--- src/vstx_defs.svh ---
`ifndef VSTX_DEFS_SVH
`define VSTX_DEFS_SVH

// Standard select codes.
`define VSTX_STD_SD 3'h0
`define VSTX_STD_HD 3'h1
`define VSTX_STD_3GB 3'h2
`define VSTX_STD_3GA 3'h3
`define VSTX_STD_6G8 3'h4
`define VSTX_STD_6G4 3'h5
`define VSTX_STD_12G16 3'h6
`define VSTX_STD_12G8 3'h7

// Word and lane geometry.
`define VSTX_FIELD_W 10
`define VSTX_LANE_W 20
`define VSTX_LANES_MULTI 4
`define VSTX_LANES_OTHER 1
`define VSTX_FIELDS_A 8
`define VSTX_FIELDS 10

// Word positions after the first word of a timing reference.
`define VSTX_POS_XYZ 4'h3
`define VSTX_POS_LN0 4'h4
`define VSTX_POS_LN1 4'h5
`define VSTX_POS_CRC0 4'h6
`define VSTX_POS_CRC1 4'h7
`define VSTX_POS_MAX 4'hF
`define VSTX_H_BIT 6

// Line CRC, x^18 + x^5 + x^4 + 1, shifted in lsb first.
`define VSTX_CRC_TAPS 18'h23000
`define VSTX_CRC_RESET 18'h00000

// Valid cadence counts: SD repeats every 11 words, high at 0 and 5.
`define VSTX_SD_PERIOD 4'hB
`define VSTX_SD_HIGH0 4'h0
`define VSTX_SD_HIGH1 4'h5

`endif

--- src/vstx_pkg.sv ---
package vstx_pkg;

    typedef enum logic [2:0] {
        STD_SD = 3'h0,
        STD_HD = 3'h1,
        STD_3GB = 3'h2,
        STD_3GA = 3'h3,
        STD_6G8 = 3'h4,
        STD_6G4 = 3'h5,
        STD_12G16 = 3'h6,
        STD_12G8 = 3'h7
    } vstx_std_t;

    typedef enum logic [2:0] {
        BUILD_SD = 3'h0,
        BUILD_HD = 3'h1,
        BUILD_HD_DUAL = 3'h2,
        BUILD_3G = 3'h3,
        BUILD_DUAL_RATE = 3'h4,
        BUILD_TRIPLE_RATE = 3'h5,
        BUILD_MULTI_RATE = 3'h6
    } vstx_build_t;

    typedef struct packed {
        logic [79:0] data;
        logic [19:0] data_b;
        logic valid;
        logic valid_b;
        logic trs;
        logic trs_b;
    } vstx_stream_t;

endpackage

--- src/vstx_valid_gen.sv ---
`timescale 1ns/1ns
`include "vstx_defs.svh"

module vstx_valid_gen (
    input wire logic i_clk,
    input wire logic i_rst,
    input wire vstx_pkg::vstx_std_t i_std,
    input wire logic i_rate_switch,
    output logic o_valid
);

    logic [3:0] cnt_reg;
    logic [3:0] cnt_next;
    vstx_pkg::vstx_std_t std_reg;

    ////////////////////////////////////////////////////////////////////////////////
    // Word counter restarts whenever the standard changes so the cadence starts clean.
    always_comb begin
        cnt_next = cnt_reg + 4'h1;
        if (cnt_next == `VSTX_SD_PERIOD || i_std != std_reg) begin
            cnt_next = 4'h0;
        end
    end

    always_ff @(posedge i_clk) begin
        if (i_rst) begin
            cnt_reg <= 4'h0;
            std_reg <= vstx_pkg::STD_SD;
        end else begin
            cnt_reg <= cnt_next;
            std_reg <= i_std;
        end
    end

    // Cadence: SD one high, four low, one high, five low; HD in dual-, triple- and multi-rate builds is high on the even counts 0 to 10 of the 11-count cycle.
    always_ff @(posedge i_clk) begin
        if (i_rst) begin
            o_valid <= 1'b0;
        end else if (i_std == vstx_pkg::STD_SD) begin
            o_valid <= (cnt_next == `VSTX_SD_HIGH0) || (cnt_next == `VSTX_SD_HIGH1);
        end else if (i_std == vstx_pkg::STD_HD && i_rate_switch) begin
            o_valid <= ~cnt_next[0];
        end else begin
            o_valid <= 1'b1;
        end
    end

    ////////////////////////////////////////////////////////////////////////////////
    property p_sd_cadence;
        @(posedge i_clk) disable iff (i_rst)
        (i_std == vstx_pkg::STD_SD) [*8] ##1 (i_std == vstx_pkg::STD_SD && o_valid && $past(o_valid, 5))
        |-> ##1 !o_valid [*5];
    endproperty
    a_sd_cadence: assert property (p_sd_cadence) else $error("SD valid gap is not five low");

    property p_hi_rate_valid;
        @(posedge i_clk) disable iff (i_rst)
        (i_std != vstx_pkg::STD_SD && i_std != vstx_pkg::STD_HD) [*2] |-> o_valid;
    endproperty
    a_hi_rate_valid: assert property (p_hi_rate_valid) else $error("valid not held high above HD");

endmodule

--- src/vstx_input.sv ---
`timescale 1ns/1ns
`include "vstx_defs.svh"

// Notes on behaviour
// - All inputs sampled only on the parallel clock.
// - CRC inserted when enabled, except in SD.
// - Line number inserted when enabled, except SD.
// - Select: 000 SD, 001 HD, 011 3GA, 010 3GB.
// - Select: 101 6G four, 100 6G eight streams.
// - Select: 111 12G eight, 110 12G sixteen.
// - Select used only by multi-standard builds.
// - Data is four 20-bit lanes multi-rate, else one.
// - Transceiver-only builds pass words unscrambled, untouched.
// - Device generates cadence valid per standard.
module vstx_input #(
    parameter vstx_pkg::vstx_build_t BUILD = vstx_pkg::BUILD_MULTI_RATE,
    parameter vstx_pkg::vstx_std_t FIXED_STD = vstx_pkg::STD_HD,
    parameter bit XCVR_ONLY = 1'b0
) (
    input wire logic i_clk,
    input wire logic i_rst,
    input wire logic [2:0] i_std,
    input wire logic i_crc_insert_enable,
    input wire logic i_line_number_insert_enable,
    input wire logic [10:0] i_line_number,
    input wire vstx_pkg::vstx_stream_t i_stream,
    output vstx_pkg::vstx_stream_t o_stream,
    output vstx_pkg::vstx_std_t o_std,
    output logic o_valid_gen,
    output logic o_valid_gen_b
);

    localparam bit STD_SELECT = (BUILD == vstx_pkg::BUILD_3G) || (BUILD == vstx_pkg::BUILD_DUAL_RATE) ||
        (BUILD == vstx_pkg::BUILD_TRIPLE_RATE) || (BUILD == vstx_pkg::BUILD_MULTI_RATE);
    localparam bit RATE_SWITCH = (BUILD == vstx_pkg::BUILD_DUAL_RATE) ||
        (BUILD == vstx_pkg::BUILD_TRIPLE_RATE) || (BUILD == vstx_pkg::BUILD_MULTI_RATE);
    localparam int LANES = (BUILD == vstx_pkg::BUILD_MULTI_RATE) ? `VSTX_LANES_MULTI : `VSTX_LANES_OTHER;
    localparam bit DUAL_LINK = (BUILD == vstx_pkg::BUILD_HD_DUAL);

    ////////////////////////////////////////////////////////////////////////////////
    // Functions.

    // Number of 10-bit fields of link A that carry video for a standard.
    function automatic logic [3:0] field_count(input vstx_pkg::vstx_std_t s);
        logic [3:0] n;
        case (s)
            vstx_pkg::STD_SD: n = 4'h1;
            vstx_pkg::STD_6G4, vstx_pkg::STD_6G8: n = 4'h4;
            vstx_pkg::STD_12G8, vstx_pkg::STD_12G16: n = 4'h8;
            default: n = 4'h2;
        endcase
        if (n > 4'(2 * LANES)) begin
            n = 4'(2 * LANES);
        end
        return n;
    endfunction

    // Advance a line CRC by one 10-bit word, lsb first.
    function automatic logic [17:0] crc_word(input logic [17:0] c, input logic [9:0] d);
        logic [17:0] r;
        r = c;
        for (int i = 0; i < `VSTX_FIELD_W; i++) begin
            r = (r >> 1) ^ ((r[0] ^ d[i]) ? `VSTX_CRC_TAPS : 18'h00000);
        end
        return r;
    endfunction

    ////////////////////////////////////////////////////////////////////////////////
    // Standard decode.

    vstx_pkg::vstx_std_t std_cur;
    logic dbl;
    logic [3:0] nfield;
    logic insert_ok;

    // Single-standard builds ignore the select and run their fixed standard.
    assign std_cur = STD_SELECT ? vstx_pkg::vstx_std_t'(i_std) : FIXED_STD;
    assign dbl = (std_cur == vstx_pkg::STD_3GB) || (std_cur == vstx_pkg::STD_6G8) ||
        (std_cur == vstx_pkg::STD_12G16);
    assign nfield = field_count(std_cur);
    assign insert_ok = !XCVR_ONLY && (std_cur != vstx_pkg::STD_SD);

    always_ff @(posedge i_clk) begin
        if (i_rst) begin
            o_std <= vstx_pkg::STD_SD;
        end else begin
            o_std <= std_cur;
        end
    end

    ////////////////////////////////////////////////////////////////////////////////
    // Timing reference tracking: word position since the first word of EAV or SAV.

    logic trs_prev_reg;
    logic half_reg;
    logic [3:0] pos_reg;
    logic eav_reg;
    logic start;
    logic half_cur;
    logic tick;
    logic [3:0] pos_cur;

    assign start = i_stream.trs && !trs_prev_reg;
    assign half_cur = start ? 1'b0 : half_reg;
    assign pos_cur = start ? 4'h0 : pos_reg;
    // Doubled modes hold each word for two cycles, so the position moves on every second valid cycle.
    assign tick = i_stream.valid && (!dbl || half_cur);

    always_ff @(posedge i_clk) begin
        if (i_rst) begin
            trs_prev_reg <= 1'b0;
            half_reg <= 1'b0;
            pos_reg <= `VSTX_POS_MAX;
        end else begin
            trs_prev_reg <= i_stream.trs;
            half_reg <= (i_stream.valid && dbl) ? ~half_cur : half_cur;
            if (tick && pos_cur != `VSTX_POS_MAX) begin
                pos_reg <= pos_cur + 4'h1;
            end else begin
                pos_reg <= pos_cur;
            end
        end
    end

    // The H bit of the XYZ word tells EAV from SAV.
    always_ff @(posedge i_clk) begin
        if (i_rst) begin
            eav_reg <= 1'b0;
        end else if (i_stream.valid && pos_cur == `VSTX_POS_XYZ) begin
            eav_reg <= i_stream.data[`VSTX_H_BIT];
        end
    end

    ////////////////////////////////////////////////////////////////////////////////
    // Per-field insertion of line number and CRC words.

    logic ln_slot;
    logic crc_slot;
    logic crc_run_reg;
    logic [9:0] in_w [`VSTX_FIELDS];
    logic [9:0] out_w [`VSTX_FIELDS];
    logic [`VSTX_FIELDS-1:0] active;
    logic [17:0] crc_reg [`VSTX_FIELDS];

    assign ln_slot = eav_reg && (pos_cur == `VSTX_POS_LN0 || pos_cur == `VSTX_POS_LN1);
    assign crc_slot = eav_reg && (pos_cur == `VSTX_POS_CRC0 || pos_cur == `VSTX_POS_CRC1);

    // Fields 0 to 7 come from link A lsb upward, fields 8 and 9 from link B.
    always_comb begin
        for (int k = 0; k < `VSTX_FIELDS; k++) begin
            if (k < `VSTX_FIELDS_A) begin
                in_w[k] = i_stream.data[k * `VSTX_FIELD_W +: `VSTX_FIELD_W];
                active[k] = 4'(k) < nfield;
            end else begin
                in_w[k] = i_stream.data_b[(k - `VSTX_FIELDS_A) * `VSTX_FIELD_W +: `VSTX_FIELD_W];
                active[k] = DUAL_LINK;
            end
        end
    end

    // Substitute line number and CRC words; everything else passes unchanged.
    always_comb begin
        for (int k = 0; k < `VSTX_FIELDS; k++) begin
            out_w[k] = in_w[k];
            if (insert_ok && active[k] && i_line_number_insert_enable && ln_slot) begin
                if (pos_cur == `VSTX_POS_LN0) begin
                    out_w[k] = {~i_line_number[6], i_line_number[6:0], 2'h0};
                end else begin
                    out_w[k] = {4'h8, i_line_number[10:7], 2'h0};
                end
            end
            if (insert_ok && active[k] && i_crc_insert_enable && crc_slot) begin
                if (pos_cur == `VSTX_POS_CRC0) begin
                    out_w[k] = {~crc_reg[k][8], crc_reg[k][8:0]};
                end else begin
                    out_w[k] = {~crc_reg[k][17], crc_reg[k][17:9]};
                end
            end
        end
    end

    // CRC runs from the first active word after SAV up to the CRC words of the next EAV.
    always_ff @(posedge i_clk) begin
        if (i_rst) begin
            crc_run_reg <= 1'b0;
        end else if (i_stream.valid && pos_cur == `VSTX_POS_XYZ && !i_stream.data[`VSTX_H_BIT]) begin
            crc_run_reg <= 1'b1;
        end else if (tick && eav_reg && pos_cur == `VSTX_POS_LN1) begin
            crc_run_reg <= 1'b0;
        end
    end

    always_ff @(posedge i_clk) begin
        for (int k = 0; k < `VSTX_FIELDS; k++) begin
            if (i_rst) begin
                crc_reg[k] <= `VSTX_CRC_RESET;
            end else if (i_stream.valid && pos_cur == `VSTX_POS_XYZ && !i_stream.data[`VSTX_H_BIT]) begin
                crc_reg[k] <= `VSTX_CRC_RESET;
            end else if (i_stream.valid && crc_run_reg) begin
                crc_reg[k] <= crc_word(crc_reg[k], out_w[k]);
            end
        end
    end

    ////////////////////////////////////////////////////////////////////////////////
    // Output stage: one register, sampled on the parallel clock only.

    always_ff @(posedge i_clk) begin
        if (i_rst) begin
            o_stream <= '0;
        end else begin
            o_stream <= i_stream;
            if (!XCVR_ONLY) begin
                for (int k = 0; k < `VSTX_FIELDS_A; k++) begin
                    o_stream.data[k * `VSTX_FIELD_W +: `VSTX_FIELD_W] <= out_w[k];
                end
                o_stream.data_b <= {out_w[9], out_w[8]};
            end
        end
    end

    ////////////////////////////////////////////////////////////////////////////////
    // Generated valid cadence for link A and fixed valid for link B.

    vstx_valid_gen u_valid_a (
        .i_clk(i_clk),
        .i_rst(i_rst),
        .i_std(std_cur),
        .i_rate_switch(RATE_SWITCH),
        .o_valid(o_valid_gen)
    );

    // Link B only exists in dual link, where its valid is always high.
    always_ff @(posedge i_clk) begin
        if (i_rst) begin
            o_valid_gen_b <= 1'b0;
        end else begin
            o_valid_gen_b <= DUAL_LINK;
        end
    end

    ////////////////////////////////////////////////////////////////////////////////
    // Checks.

    property p_sd_passthru;
        @(posedge i_clk) disable iff (i_rst)
        (std_cur == vstx_pkg::STD_SD) |=> (o_stream.data == $past(i_stream.data));
    endproperty
    a_sd_passthru: assert property (p_sd_passthru) else $error("SD stream was altered");

    property p_crc0;
        @(posedge i_clk) disable iff (i_rst)
        (insert_ok && i_crc_insert_enable && crc_slot && pos_cur == `VSTX_POS_CRC0)
        |=> (o_stream.data[9:0] == {~$past(crc_reg[0][8]), $past(crc_reg[0][8:0])});
    endproperty
    a_crc0: assert property (p_crc0) else $error("CRC0 word not inserted");

    property p_ln1;
        @(posedge i_clk) disable iff (i_rst)
        (insert_ok && i_line_number_insert_enable && ln_slot && pos_cur == `VSTX_POS_LN1 && !crc_slot)
        |=> (o_stream.data[9:0] == {4'h8, $past(i_line_number[10:7]), 2'h0});
    endproperty
    a_ln1: assert property (p_ln1) else $error("LN1 word not inserted");

    property p_disabled_pass;
        @(posedge i_clk) disable iff (i_rst)
        (!i_crc_insert_enable && !i_line_number_insert_enable) |=> (o_stream == $past(i_stream));
    endproperty
    a_disabled_pass: assert property (p_disabled_pass) else $error("stream altered with insertion off");

    property p_decode_3g;
        @(posedge i_clk) disable iff (i_rst)
        (STD_SELECT && i_std == 3'h2) ##1 (STD_SELECT && i_std == 3'h3)
        |=> (o_std == vstx_pkg::STD_3GA && $past(o_std) == vstx_pkg::STD_3GB);
    endproperty
    a_decode_3g: assert property (p_decode_3g) else $error("3G select decoded wrongly");

    property p_decode_6g;
        @(posedge i_clk) disable iff (i_rst)
        (STD_SELECT && i_std == 3'h5) |=> (o_std == vstx_pkg::STD_6G4 && $past(nfield) == field_count(o_std));
    endproperty
    a_decode_6g: assert property (p_decode_6g) else $error("6G select decoded wrongly");

    property p_decode_12g;
        @(posedge i_clk) disable iff (i_rst)
        (STD_SELECT && i_std == 3'h6) |=> (o_std == vstx_pkg::STD_12G16);
    endproperty
    a_decode_12g: assert property (p_decode_12g) else $error("12G select decoded wrongly");

    property p_fixed_std;
        @(posedge i_clk) disable iff (i_rst)
        !STD_SELECT |=> (o_std == FIXED_STD);
    endproperty
    a_fixed_std: assert property (p_fixed_std) else $error("fixed build followed the select");

    property p_xcvr_raw;
        @(posedge i_clk) disable iff (i_rst)
        XCVR_ONLY |=> (o_stream == $past(i_stream));
    endproperty
    a_xcvr_raw: assert property (p_xcvr_raw) else $error("transceiver-only words altered");

endmodule

--- config.mk ---
export PLATFORM = sky130hd
export DESIGN_NAME = vstx_input
export DESIGN_NICKNAME = d
export VERILOG_FILES = /design/src/vstx_pkg.sv /design/src/vstx_valid_gen.sv /design/src/vstx_input.sv
export VERILOG_INCLUDE_DIRS = /design/src /design/src/src
export SDC_FILE = /design/constraint.sdc
export NUM_CORES = 1
export LEC_CHECK = 0
export BUFFER_PORTS_ARGS = -buffer_cell sky130_fd_sc_hd__buf_2
export CORE_MARGIN = 3
export CORE_UTILIZATION = 35
export DETAILED_ROUTE_END_ITERATION = 6
export PLACE_DENSITY_LB_ADDON = 0.08
export SYNTH_ARGS = -nofsm -noshare
export SYNTH_HDL_FRONTEND = slang
export SYNTH_SLANG_ARGS = --single-unit
--- constraint.sdc ---
create_clock -name i_clk -period 6.4 [get_ports i_clk]
set_clock_uncertainty 0.15 [all_clocks]
set_input_delay 0.64 -clock i_clk [delete_from_list [all_inputs] [get_ports i_clk]]
set_output_delay 0.64 -clock i_clk [all_outputs]
set_load 0.05 [all_outputs]
; ---- Word-level counts from Yosys, hierarchy flattened
; Memory sizes are Yosys's and may differ from the RTL's.
; Cells that the tools add are included.
; W data, S select, Z words.
[totals]
regBits = 119
ramBits = 180
output_inout_bits = 109
word_cells = 511
mem_count = 1
[op_classes]
n_addsub = 2
order_cmp = 9
n_eq_ne = 15
mux = 165
n_bitwise = 239
reduce_logical = 67
[memory_table]
columns = name, depth, word_bits, read_ports, rd_clocked_by_memory_dff, wr, line
row1 = crc_reg, 10, 18, 10, 0, 10, vstx_input.sv:143  ; logic [17:0] crc_reg [`VSTX_FIELDS];
[ops]
columns = cell, n
row1 = $mux W18, 120
row2 = $xor A17 B18 Y18, 100
row3 = $mux W10, 25
row4 = $xor A1 B1 Y1, 100
row5 = $logic_and A1 B1 Y1, 51
row6 = $eq A4 B3 Y1 const B, 5
row7 = $or A1 B1 Y1, 20
row8 = $not A1 Y1, 19
row9 = $lt A3 B4 Y1 const A, 4
row10 = $mux W4, 4
row11 = $mux W1, 15
row12 = $eq A3 B3 Y1 const B, 4
row13 = $pmux W4 S3, 1
row14 = $add A4 B1 Y4 const B, 2
row15 = $lt A1 B4 Y1 const A, 2
row16 = $lt A2 B4 Y1 const A, 2
row17 = $logic_or A1 B1 Y1, 7
row18 = $eq A4 B2 Y1 const B, 1
row19 = $eq A4 B4 Y1 const B, 1
row20 = $gt A4 B4 Y1 const B, 1
row21 = $logic_not A4 Y1, 1
row22 = $ne A4 B4 Y1 const B, 1
row23 = $reduce_or A2 Y1, 2
row24 = $eq A3 B1 Y1 const B, 1
row25 = other kinds (6), 8

; ---- Logic depth before layout (Yosys ltp)
[depth]
word_depth = 42
mapped_depth = 17
depth_no_buf = 11

; ---- Cells and area by module
; From an unflattened synthesis, not the netlist that was laid out.
[hier_totals]
cells_unflattened = 1358
hier_area_um2 = 14465.1
[modules_own_cells]
columns = module, instances, cells_each, area_each_um2, seq_area_each_um2
row1 = vstx_input, 1, 1315, 14067.2, 6606.3
row2 = vstx_valid_gen, 1, 43, 397.9, 160.2

; ---- Worst setup path before layout
; Ideal clock, no wire load.
[synth_path]
kind = input-to-reg
from = input i_stream[1] (netlist bit)
to = memory crc_reg[0][0] (enable)
t_arrival_ns = 5.261
required_ns = 5.741
setup_slack_ns = 0.481
path_stages = 10
path_buffers = 3
path_cell_list = nand2b_1 > buf_2 > clkbuf_1 > buf_1 > nand2_1 > inv_1 > ha_1 > and3_1 > nand2b_1 > nand2_1
[synth_lines]
columns = item, line
row1 = start: declaration, vstx_input.sv:26  ; input wire vstx_pkg::vstx_stream_t i_stream,
row2 = end: declaration, vstx_input.sv:143

==> results.yml <==
yosys:
  synth-compound-area-share_pct: 13.3
  synth_top_family_by_area: "simple AND/OR/NAND/NOR gates"
  ys_ff_latch: 263
  synth-simple-area-share_pct: 15.4
  netlist_area_sq_um: 14100
  synth-warning-count: 0
  synth_area_leaders: "edfxtp_1 31%, dfxtp_1 17%, xnor2_1 5.9%, mux2i_1 4.6%, nor2_1 3.9%"
  synth_edf_count: 144
  yosysUniqueCellTypes: 77
  ys.flop_type: "edfxtp_1"
  ys_seq_area_share_pct: 47.6
  synthXorXnorAreaFrac_pct: 12.4
  yosys.area.top_type: "edfxtp_1"
  async_flop_share_pct: 0
  synth_cells: 1304
  synth_nets: 1432
  avgSynthCellArea_sq_um: 10.8
  synth-adder-area-share_pct: 0.533
  muxShareOfSynthArea_pct: 7.39
  post-synth-top-area-fraction_pct: 30.7
worst_setup_path:
  crit_type: "reg -> reg"
  r2r_end: "crc_reg[3][30]"
  cp_data_required_time_ns: 6.58
  worstRegToRegCells: 11
  r2r_start: "o_stream[1]"
  critPathLaunchType: "flip-flop"
  regToRegSetupSlack_ns: 1.76
  critPathArrivalTime_ns: 4.81
  setup.worst_path.end_class: "flip-flop"
  crit_fanout: 36
  cp-endpoint: "crc_reg[3][30]"
  crit_start: "o_stream[1]"
cts:
  cts_buffer_depth: 3
  cts_resized: 0
  cts_setup_buffers: 0
  cts_buffers: 31
  h-tree-depth: 1
  tritoncts: "done"
  cts.sinks: 263
  worstSkewPairLatency_ns: 0.58
  cts.hold.buffers_added: 0
  clkTransAtPathRegs_ns: 0.06
  clockRootBuffer: "clkbuf_16"
drt:
  final_antenna_net_count: 0
  num_vias: 10800
  via_per_inst: 5.26
  drt_iter0_markers: 875
  drcViolationCount: 0
  wl_mm: 43.8
  drtPass1Iterations: 5
  wl_per_cell_microns: 21.4
place:
  portBuffers: 229
  placed_cells: 1986
  dp.final_hpwl_mm: 30.5
  gp_congestion: 0.842
  dpl_cell_area_sq_um: 15700
sta:
  tns_ns: 0
  period_minus_slack_ns: 4.64
  hold_slack_ns: 0.123
  rsz0062_at_grt: "no"
  finalHoldViolations: 0
  slew_headroom_pct: 29.3
  finalSetupViolCount: 0
  slew_viol_final: 0
  fin_crit_sh_pct: 72.5
  fmax_ghz: 0.216
  tightest_slew_ns: 1.05
layout:
  largest_reg_flops: 144
  regArea_sq_um: 6710
  fin_cells: 2045
  layout_common_cells: "228 x buf_2, 146 x nor2_1, 144 x edfxtp_1, 119 x dfxtp_1, 95 x xnor2_1"
  fill_cells: 3913
  final_layout_size_suffix_gt1_share_pct: 24.4
  layout.nets: 1629
  multi_input_area_sq_um: 6940
  mostFrequentLayoutCell: "buf_2"
  design_area_sq_um: 16700
  area_growth_pct: 18.4
  post-route-util_pct: 42.5
min_path:
  holdCritPathClass: "in -> reg"
floorplanning:
  initial_core_util_pct: 35.9
  die_x_microns: 207
  dieArea_sq_um: 42700
  die_y_microns: 207
  rows: 72
  io_pins: 231
  core_sq_um: 39200
power:
  peakVddDrop_uv: 194
  p_per_area_nw_per_um2: 263
  leakage_nw: 6.88
global_route:
  grt_pass1_vias: 10600
  grt-ovfl-total: 0
  grt_use_total_pct: 20.0
  grt_pass1_wl_mm: 65.0
  grt_max_degree: 82
  antenna_found_initial: 1
status:
  status: "finished, final reports clean"
run:
  drv_cap: 0
power by group:
part           total (mW)  switching (mW)  internal [mW]
Combinational       0.746           0.464          0.282
Clock                1.72           0.726          0.989
Sequential           1.92          0.0503           1.87
cell type report:
cell class	count	share of cell area, %
antenna	1	0.0150
sequential	263	40.3
timing repair buffer	250	7.92
multi-input combinational	940	41.7
inverter	15	0.338
clock inverter	10	0.375
tap	518	3.89
clock buffer	48	5.53
worst max-delay path, cell delays in order (launching register included):
cell and delay, ns:
dfxtp_1 0.35, nand2b_1 0.22, buf_4 0.39, nand2_1 0.16, ha_1 0.37, o21ai_2 0.77, nand3_1 0.40, and2_1 0.40
o22a_1 0.23, xnor2_1 0.37, xor2_1 0.20, mux2_2 0.35
kinds of logic (layout without fill, tap and decap cells):
kind of cell / Yosys count / in the layout
and+or+nand+nor: 430 / 430
DFF: 263 / 263
AOI/OAI and AO/OA: 247 / 247
xor gates and xnor gates: 157 / 157
buffers and inverters: 101 / 323
muxes: 99 / 99
adders and majority gates: 6 / 6
other: 1 / 2
worst min-delay path by stage:
stage,from,endpoint,slack [ns],cells past startpoint
after floorplan,crc_run_reg,crc_run_reg,0.33,2
after global placement,crc_run_reg,crc_run_reg,0.36,2
after detailed placement,crc_run_reg,crc_run_reg,0.38,2
after CTS,i_stream[20],o_stream[20],0.09,2
after global routing,i_stream[20],o_stream[20],0.10,2
final,i_stream[20],o_stream[20],0.12,2
through the flow:
stage / worst slack (ns) / power [mW]
floorplan: 0.481 / 2.50
global placement: 1.46 / 2.70
detailed placement: 1.39 / 2.70
CTS: 1.73 / 4.43
global route: 1.49 / 4.56
finish: 1.76 / 4.38
cells in the mapped netlist (21+ instances only):
master,n
o21ai_0,26
dfxtp_1,119
buf_2,24
nor2_1,146
xor2_1,33
nor2b_1,40
and2_1,46
mux2_2,33
clkbuf_1,45
a21oi_1,39
nand2_1,91
mux2i_1,64
xnor2_1,95
edfxtp_1,144
nand2b_1,21
per-layer routing:
layer  GRT usage (%)  part of all wire (%)
met3            2.48                   6.1
met1            28.1                    45
met2            32.4                    46
met5               0                     0
met4            5.67                   2.3
No activity file was read; power rests on OpenSTA's default activity.
